<file path="config.mk">
export PLATFORM = sky130hd
export DESIGN_NAME = alr_readout
export DESIGN_NICKNAME = d
export VERILOG_FILES = /design/src/hdl/alr_pkg.sv /design/src/hdl/alr_sensor_channel.sv /design/src/hdl/alr_readout.sv
export SDC_FILE = /design/constraint.sdc
export NUM_CORES = 1
export LEC_CHECK = 0
export ABC_AREA = 1
export BUFFER_PORTS_ARGS = -buffer_cell sky130_fd_sc_hd__clkbuf_2
export CAP_MARGIN = 20
export CELL_PAD_IN_SITES_DETAIL_PLACEMENT = 1
export CELL_PAD_IN_SITES_GLOBAL_PLACEMENT = 2
export CORE_MARGIN = 2
export CORE_UTILIZATION = 39
export DETAILED_ROUTE_END_ITERATION = 16
export PLACE_DENSITY_LB_ADDON = 0.1
export SLEW_MARGIN = 20
export SYNTH_ARGS = -nofsm -noshare
export SYNTH_HDL_FRONTEND = slang
export SYNTH_HIERARCHICAL = 1
export SYNTH_SLANG_ARGS = --single-unit
export TNS_END_PERCENT = 5
</file>
<file path="constraint.sdc">
create_clock -name sys_clk_in -period 13.3 [get_ports sys_clk_in]
set_input_delay 0.665 -clock sys_clk_in [delete_from_list [all_inputs] [get_ports sys_clk_in]]
set_output_delay 0.665 -clock sys_clk_in [all_outputs]
set_load 0.005 [all_outputs]
</file>
<file path="src/hdl/alr_pkg.sv">
/*
   package for the ambient light level readout: register offsets, field
   positions, hysteresis steps and refresh timing.
   assumes a 125 MHz system clock.
*/
package alr_pkg;
   localparam int          CLK_HZ           = 125_000_000;
   localparam int          REFRESH_MS       = 80;
   localparam int          REFRESH_CYCLES   = (CLK_HZ / 1000) * REFRESH_MS;
   localparam int          VALUE_W          = 13;
   localparam int          LOW_W            = 8;
   localparam int          HIGH_W           = VALUE_W - LOW_W;
   localparam logic [7:0]  OFF_DARK_THR     = 8'h1F;
   localparam logic [7:0]  OFF_DARK_HYS     = 8'h20;
   localparam logic [7:0]  OFF_S1_LOW       = 8'h21;
   localparam logic [7:0]  OFF_S1_HIGH      = 8'h22;
   localparam logic [7:0]  OFF_S2_LOW       = 8'h23;
   localparam logic [7:0]  OFF_S2_HIGH      = 8'h24;
   localparam logic [7:0]  DARK_THR_RESET   = 8'h00;
   localparam logic [7:0]  DARK_HYS_RESET   = 8'h00;
   localparam logic [7:0]  RESERVED_READ    = 8'h00;
   // one code step is 0.54 uA, so currents are kept in units of 10 nA
   localparam logic [15:0] STEP_10NA        = 16'h0036;
   localparam int          CUR_W            = 16;
endpackage

</file>
<file path="src/hdl/alr_sensor_channel.sv">
/*
   one sensor channel: takes a conversion value every refresh tick while
   enabled and holds it stable while the host is midway through a pair read.
   assumes the conversion value is already synchronous to sys_clk_in.
*/
`timescale 1ns/1ps
module alr_sensor_channel
   import alr_pkg::*;
#(
   parameter int WIDTH = VALUE_W
)
(
   input  wire logic             sys_clk_in,
   input  wire logic             rst_in,
   input  wire logic             enable_in,
   input  wire logic             tick_in,
   input  wire logic             lock_in,
   input  wire logic [WIDTH-1:0] value_in,
   output logic      [WIDTH-1:0] result_out
);
   logic pending_reg;

   // the value must split into a full low byte and a high byte of one to eight bits
   if (WIDTH < 9 || WIDTH > 16)
   begin : g_width_check
      $error("width unsupported");
   end

   // a tick during a locked pair is deferred, and dropped only if the channel is disabled
   always_ff @(posedge sys_clk_in or posedge rst_in)
   begin
      if (rst_in)
      begin
         result_out  <= '0;
         pending_reg <= 1'b0;
      end
      else if (enable_in && (tick_in || pending_reg))
      begin
         if (lock_in)
            pending_reg <= 1'b1;
         else
         begin
            result_out  <= value_in;
            pending_reg <= 1'b0;
         end
      end
      else if (!enable_in)
         pending_reg <= 1'b0;
   end
endmodule

</file>
<file path="src/hdl/alr_readout.sv">
/*
   ambient light readout: dark level comparator with hysteresis and the
   two read-only sensor result registers on a simple byte register port.
   assumes sensor values and the comparator current come from synchronous
   logic; the sensor enable is a pin and is synchronised here.
*/
`timescale 1ns/1ps
module alr_readout
   import alr_pkg::*;
#(
   parameter int REFRESH = REFRESH_CYCLES
)
(
   input  wire logic               sys_clk_in,
   input  wire logic               rst_in,
   input  wire logic               sense_enable_in,
   input  wire logic [VALUE_W-1:0] sensor1_value_in,
   input  wire logic [VALUE_W-1:0] sensor2_value_in,
   input  wire logic [CUR_W-1:0]   sensor_current_in,
   input  wire logic               reg_wr_in,
   input  wire logic               reg_rd_in,
   input  wire logic [7:0]         reg_addr_in,
   input  wire logic [7:0]         reg_wdata_in,
   output logic      [7:0]         reg_rdata_out,
   output logic                    dark_level_out,
   output logic                    office_level_out
);
   localparam int      N_SENSORS = 2;
   logic [31:0]        tick_cnt_reg;
   logic               tick_reg;
   logic               en_meta_reg;
   logic               en_sync_reg;
   logic [7:0]         dark_threshold_reg;
   logic [7:0]         dark_hysteresis_reg;
   logic               lock_reg  [N_SENSORS];
   logic               lock_now  [N_SENSORS];
   logic [VALUE_W-1:0] value_arr [N_SENSORS];
   logic [VALUE_W-1:0] res_arr   [N_SENSORS];
   logic [CUR_W-1:0]   thr_cur;
   logic [CUR_W-1:0]   hys_cur;
   logic [CUR_W:0]     upper_cur;
   logic [7:0]         rdata_next;
   logic               below_thr;
   logic               above_upper;

   // the counter needs an idle count between two ticks
   if (REFRESH < 2)
   begin : g_refresh_check
      $error("refresh period too short");
   end

   // the high byte below pads exactly three reserved bits
   if (HIGH_W != 5 || LOW_W != 8)
   begin : g_layout_check
      $error("result byte layout unsupported");
   end

   // the top threshold code must fit the current width
   if (CUR_W < 14)
   begin : g_current_check
      $error("current width too narrow");
   end

   always_ff @(posedge sys_clk_in or posedge rst_in)
   begin
      if (rst_in)
      begin
         en_meta_reg <= 1'b0;
         en_sync_reg <= 1'b0;
      end
      else
      begin
         en_meta_reg <= sense_enable_in;
         en_sync_reg <= en_meta_reg;
      end
   end

   // refresh period only runs while sensing is enabled
   always_ff @(posedge sys_clk_in or posedge rst_in)
   begin
      if (rst_in)
      begin
         tick_cnt_reg <= '0;
         tick_reg     <= 1'b0;
      end
      else if (!en_sync_reg)
      begin
         tick_cnt_reg <= '0;
         tick_reg     <= 1'b0;
      end
      else if (tick_cnt_reg == 32'(REFRESH - 1))
      begin
         tick_cnt_reg <= '0;
         tick_reg     <= 1'b1;
      end
      else
      begin
         tick_cnt_reg <= tick_cnt_reg + 32'h1;
         tick_reg     <= 1'b0;
      end
   end

   // only threshold and hysteresis accept writes
   always_ff @(posedge sys_clk_in or posedge rst_in)
   begin
      if (rst_in)
      begin
         dark_threshold_reg  <= DARK_THR_RESET;
         dark_hysteresis_reg <= DARK_HYS_RESET;
      end
      else if (reg_wr_in)
      begin
         if (reg_addr_in == OFF_DARK_THR)
            dark_threshold_reg <= reg_wdata_in;
         else if (reg_addr_in == OFF_DARK_HYS)
            dark_hysteresis_reg <= reg_wdata_in;
      end
   end

   assign value_arr[0] = sensor1_value_in;
   assign value_arr[1] = sensor2_value_in;

   // one pair lock and one result channel per sensor
   for (genvar i = 0; i < N_SENSORS; i++)
   begin : g_chan
      localparam logic [7:0] LOW_OFF  = (i == 0) ? OFF_S1_LOW : OFF_S2_LOW;
      localparam logic [7:0] HIGH_OFF = (i == 0) ? OFF_S1_HIGH : OFF_S2_HIGH;
      logic                  low_rd;
      logic                  high_rd;

      assign low_rd  = reg_rd_in && (reg_addr_in == LOW_OFF);
      assign high_rd = reg_rd_in && (reg_addr_in == HIGH_OFF);

      // low byte read locks the pair until the high byte is read
      always_ff @(posedge sys_clk_in or posedge rst_in)
      begin
         if (rst_in)
            lock_reg[i] <= 1'b0;
         else if (low_rd)
            lock_reg[i] <= 1'b1;
         else if (high_rd)
            lock_reg[i] <= 1'b0;
      end

      // the low read edge itself holds off a tick too, else the low byte
      // comes from the old conversion and the high byte from the new one
      assign lock_now[i] = lock_reg[i] || low_rd;

      alr_sensor_channel #(
         .WIDTH      (VALUE_W)
      ) u_sensor (
         .sys_clk_in (sys_clk_in),
         .rst_in     (rst_in),
         .enable_in  (en_sync_reg),
         .tick_in    (tick_reg),
         .lock_in    (lock_now[i]),
         .value_in   (value_arr[i]),
         .result_out (res_arr[i])
      );
   end

   always_comb
   begin
      case (reg_addr_in)
         OFF_DARK_THR: rdata_next = dark_threshold_reg;
         OFF_DARK_HYS: rdata_next = dark_hysteresis_reg;
         OFF_S1_LOW:   rdata_next = res_arr[0][LOW_W-1:0];
         OFF_S1_HIGH:  rdata_next = {3'h0, res_arr[0][VALUE_W-1:LOW_W]};
         OFF_S2_LOW:   rdata_next = res_arr[1][LOW_W-1:0];
         OFF_S2_HIGH:  rdata_next = {3'h0, res_arr[1][VALUE_W-1:LOW_W]};
         default:      rdata_next = RESERVED_READ;
      endcase
   end

   always_ff @(posedge sys_clk_in or posedge rst_in)
   begin
      if (rst_in)
         reg_rdata_out <= 8'h00;
      else if (reg_rd_in)
         reg_rdata_out <= rdata_next;
   end

   // currents in 10 nA units; 255 codes reach 137.7 uA
   assign thr_cur   = CUR_W'(dark_threshold_reg * STEP_10NA);
   assign hys_cur   = CUR_W'(dark_hysteresis_reg * STEP_10NA);
   assign upper_cur = {1'b0, thr_cur} + {1'b0, hys_cur};

   // strict compares: a current sitting on a trip point keeps the level
   assign below_thr   = sensor_current_in < thr_cur;
   assign above_upper = {1'b0, sensor_current_in} > upper_cur;

   // between the two trip points the level holds
   always_ff @(posedge sys_clk_in or posedge rst_in)
   begin
      if (rst_in)
      begin
         dark_level_out   <= 1'b0;
         office_level_out <= 1'b1;
      end
      else if (!dark_level_out && below_thr)
      begin
         dark_level_out   <= 1'b1;
         office_level_out <= 1'b0;
      end
      else if (dark_level_out && above_upper)
      begin
         dark_level_out   <= 1'b0;
         office_level_out <= 1'b1;
      end
   end
endmodule

</file>
Word level (Yosys, flattened, before mapping)
Cells that the tools add are included.
{"block": "totals", "regBits": 91, "inputBits": 63, "output_inout_bits": 10, "wordCells": 71}
{"block": "op_classes", "add_sub_neg": 2, "mul": 2, "n_lt_le_gt_ge": 2, "n_eq_ne": 9, "n_mux": 18, "n_bitwise": 3, "reduce_logical": 20}
{"operator": "$mux 32", "count": 2}
{"operator": "$pmux 8 s6", "count": 1}
{"operator": "$eq 8x6->1 const B", "count": 5}
{"operator": "$add 32x1->32 const B", "count": 1}
{"operator": "$eq 32x24->1 const B", "count": 1}
{"operator": "$mul 8x5->13 const B", "count": 2}
{"operator": "$gt 16x15->1", "count": 1}
{"operator": "$lt 16x14->1", "count": 1}
{"operator": "$add 14x14->15", "count": 1}
{"operator": "$mux 1", "count": 15}
{"operator": "$eq 8x5->1 const B", "count": 1}
{"operator": "$logic_and 1x1->1", "count": 8}
{"operator": "$reduce_and 2->1", "count": 3}
{"operator": "$reduce_bool 2->1", "count": 3}
{"operator": "$logic_or 1x1->1", "count": 4}
{"operator": "$ne 2x1->1 const B", "count": 2}
{"operator": "$not 1->1", "count": 3}
{"operator": "$reduce_and 3->1", "count": 1}
{"operator": "$logic_not 1->1", "count": 1}

Logic depth before layout (Yosys ltp)
{"block": "depth", "ltp_word": 6, "depth_mapped": 30, "mapped_depth_nobuf": 30}

Modules after synthesis
Netlist, hierarchy kept.
{"module": "alr_readout", "n_inst": 1, "cells_per_inst": 800, "area_per_inst_um2": 6258.5, "seq_area_each_um2": 1577.8}
{"module": "alr_sensor_channel", "n_inst": 2, "cells_per_inst": 65, "area_per_inst_um2": 599.3, "seq_area_each_um2": 350.3}

Worst setup path before layout
No wires, ideal clock.
{"block": "synth_timing", "path_type": "register -> register", "startpoint": "register dark_hysteresis_reg[1]", "endpoint": "register dark_level_out", "setup_ns": 0.065, "arrival_ns": 4.884, "t_required_ns": 13.235, "path_slack_ns": 8.351, "stages_incl_launch_ff": 30, "path_buffers": 0, "period_less_slack_ns": 4.949, "path_cell_list": "dfrtp_1 -> ha_1 -> fa_1 -> inv_1 -> fa_1 -> inv_1 -> ha_1 -> nand2_1 -> o21ai_0 -> nand2_1 -> nand2_1 -> nand2_1 -> nand2_1 -> nand2_1 -> nor2_1 -> nor2_1 -> xnor2_1 -> ha_1 -> nand2_1 -> o21ai_0 -> nand2_1 -> nand2_1 -> a21oi_1 -> ha_1 -> nand4_1 -> nor2_1 -> nand4_1 -> o311ai_0 -> nand2_1 -> nand2_1"}
{"block": "synth_between", "elab_chain_cells": 5}
{"element": "from (decl)", "line": "alr_readout.sv:34", "rtl": "logic [7:0] dark_hysteresis_reg;"}
{"element": "from (signal assigned)", "line": "alr_readout.sv:116", "rtl": "dark_hysteresis_reg <= reg_wdata_in;"}
{"element": "$mul 8x5->13", "line": "alr_readout.sv:185", "rtl": "assign hys_cur = CUR_W'(dark_hysteresis_reg * STEP_10NA);"}
{"element": "$add 14x14->15", "line": "alr_readout.sv:186", "rtl": "assign upper_cur = {1'b0, thr_cur} + {1'b0, hys_cur};"}
{"element": "$gt 16x15->1", "line": "alr_readout.sv:190", "rtl": "assign above_upper = {1'b0, sensor_current_in} > upper_cur;"}
{"element": "$logic_and 1x1->1", "line": "alr_readout.sv:205", "rtl": "else if (dark_level_out && above_upper)"}
{"element": "$reduce_bool 2->1 (no line)"}
{"element": "to (signal assigned)", "line": "alr_readout.sv:197", "rtl": "dark_level_out <= 1'b0;"}
{"element": "to (signal assigned)", "line": "alr_readout.sv:202", "rtl": "dark_level_out <= 1'b1;"}
{"element": "to (signal assigned)", "line": "alr_readout.sv:207", "rtl": "dark_level_out <= 1'b0;"}
{"element": "to (decl)", "line": "alr_readout.sv:25", "rtl": "output logic dark_level_out,"}
No other way between the ends.
A chain may end at the register's enable or synchronous reset.

Worst setup path after layout
Ends and elaborated chain as after synthesis.

==> metrics.txt <==
outcome completed; Synth top area share 30.2%; Final setup viols 0; worst path required time 13600 ps; most frequent cell after synthesis nand2_1; Largest register FFs 32; Synth area leader dfrtp_1; Layout Nets roughly 1200; ratio of cells with drive above 1 in the final layout about 13%; slew at the pin closest to its max-slew limit ~890 ps; Initial DRC Count around 220; worst reg2reg endpoint dark_level_out$_DFFE_PP0P_; # clock sinks 91; WL final around 20 mm; area delta synth->final 11.9%; Hold-fix buffers, CTS 0; Fillers 2310; synthesized instance count a little over 900; chip height ~140 um; Post-Syn Area ~7500 sq um; Num CTS Buffers 9; largest net degree at the start of global routing 64; worst min-delay path category in2async; setup TNS 0 ps; remaining antenna violation count 0; count of final max-slew check failures 0; sequential area share after synthesis 30.6%; IO Pins 73; Via density 5.01; Hold Slack 362 ps; ys flop type dfrtp_1; first-pass GRT wire length 32.4 mm; 1st-pass router iterations 4; Slew headroom between 40% and 50%; Place WS 7660 ps; Leak Pwr between 4 and 5 nW; Worst Setup End Kind register; synth cell count leaders nand2_1, inv_1, ha_1; top cells by area, synth dfrtp_1, ha_1, nand2_1, inv_1, xor2_1; register area 2280 sq um; H-tree Lvls 3; Starting Density 39.9%; flop-to-flop setup slack 7740 ps; row count 50; Ant. Diodes 0; #FFs+latches synth roughly 90; TritonCTS clock tree built; drt wl/cell 15.8 um; Reg2Reg Depth 27; Distinct cells, synth 48; Resize count post-CTS 0; Final Critical Period 5560 ps; final worst setup slack 7740 ps; die width 142 um; Final Hold Violating Endpoints 0; core area roughly 19000 sq um; max-cap violation count 0; post-DP HPWL 15.9 mm; Pwr Density slightly above 100 nW/um^2; CP Max Fanout 5; Worst-Skew Late Latency 360 ps; Critical Path Start Type register; Port Buffers 72; Bufs on Longest Clock Path 2; vias post-DR 6224; Synthesized Nets 1103; period utilization 41.8%; EDFF count, synth 0; crit path kind reg2reg; initial antenna violation count 0; Setup Buffers After CTS 0; Worst Path Arrival 5860 ps; Max Fclk 180 MHz; total die area 20200 sq um; vias in the first global route 6555; Post-synth ARST share 100%; remaining global-route overflow 0; RSZ-0062 raised after global routing no; Clock Skew 10.9 ps; reg-to-reg startpoint dark_hysteresis_reg[1]$_DFFE_PP0P_; VDD IR-drop max around 63 uV; Clock Tree Root clkbuf_16; multi-input logic area 4560 sq um; Final GP Congestion a little under 0.8; Tot GR Track Use between 20% and 30%; Yosys Warn Count 6; syn avg cell area around 8 sq um; DRC 0; Clock Pin Slew Worst Setup and Hold Paths 80 ps
layer usage:
layer | wire [um] | share of wire, % | track usage [%]
met5 | 0 | 0 | 0
met4 | 176 | 0.89 | 3.79
met3 | 369 | 1.9 | 2.99
met2 | 9770 | 50 | 35.5
met1 | 9370 | 48 | 26.6
per-stage QoR:
step	std cells	instance area [sq um]	power (mW)	utilization, %
floorplan	930	7460	0.518	-
global placement	1226	8040	0.599	43.0
detailed placement	1226	8040	0.604	43.0
CTS	1242	8350	0.883	44.6
global route	1242	8350	0.933	44.6
finish	1242	8350	0.867	44.6
worst max path at each step:
stage	startpoint	to	slack (ps)	depth (start not counted)
floorplan	dark_hysteresis_reg[1]$_DFFE_PP0P_	dark_level_out$_DFFE_PP0P_	8350	29
global placement	dark_hysteresis_reg[2]$_DFFE_PP0P_	dark_level_out$_DFFE_PP0P_	7850	27
detailed placement	dark_hysteresis_reg[2]$_DFFE_PP0P_	dark_level_out$_DFFE_PP0P_	7660	27
CTS	dark_hysteresis_reg[2]$_DFFE_PP0P_	dark_level_out$_DFFE_PP0P_	7630	27
global route	dark_hysteresis_reg[1]$_DFFE_PP0P_	dark_level_out$_DFFE_PP0P_	7160	29
finish	dark_hysteresis_reg[1]$_DFFE_PP0P_	dark_level_out$_DFFE_PP0P_	7740	27
area by class of cell:
cell class / instances / area share, %
clock buffer: 9 / 2.70
timing repair buffer: 74 / 4.50
sequential: 91 / 27.3
clock inverter: 7 / 1.00
multi-input combinational: 687 / 54.7
tap: 234 / 3.51
inverter: 140 / 6.30
logic make-up after synthesis:
kind of cell,count (synthesis),synth area share [%]
AO/OA/AOI/OAI,92,6.95
adder cells (fa/ha/maj),110,20.0
AND/OR/NAND/NOR,423,26.7
flip-flops,91,30.6
buffers and inverters,152,8.24
XOR/XNOR,49,5.76
multiplexers,13,1.88
where the power goes:
group	internal (mW)	total (mW)	switching, mW	leakage, nW
clock network	0.149	0.273	0.124	0.142
registers	0.284	0.293	0.00895	1.24
logic	0.121	0.300	0.179	3.21
cell usage in the layout (no fill, tap or decap), types with 3 or more instances in the layout:
cell	instances
nand4_1	38
inv_1	137
clkbuf_16	9
o21ai_1	9
clkbuf_2	72
nand2_1	228
inv_2	3
fa_1	15
nand2_2	7
nor4_1	4
o21bai_1	5
xor2_1	35
ha_1	95
nor3b_1	3
dfrtp_1	90
a21oi_1	41
nor3_1	30
o21ai_0	22
nor2_1	55
nor3_2	3
nand3b_1	4
clkinvlp_4	3
xnor2_1	14
nand3_1	34
mux2_2	8
mux2i_1	5
nor3_4	4
worst max-delay path, stage by stage, from the launching register on:
cell and delay [ps]:
dfrtp_1 450, ha_1 370, fa_1 520, inv_1 50
fa_1 490, inv_1 50, ha_1 360, nand2_1 70
o21ai_0 310, xor2_1 230, inv_1 60, ha_1 310
nand2_1 80, nor3_1 130, nand2_1 70, nand2_1 100
a31oi_1 120, o21ai_0 300, nand2_1 90, nand2_1 70
a21oi_1 60, ha_1 290, nand4_1 120, nor2_1 160
nand4_1 90, o311ai_0 390, nand2_1 90, nand2_1 70
(Power assumes the default switching activity.)
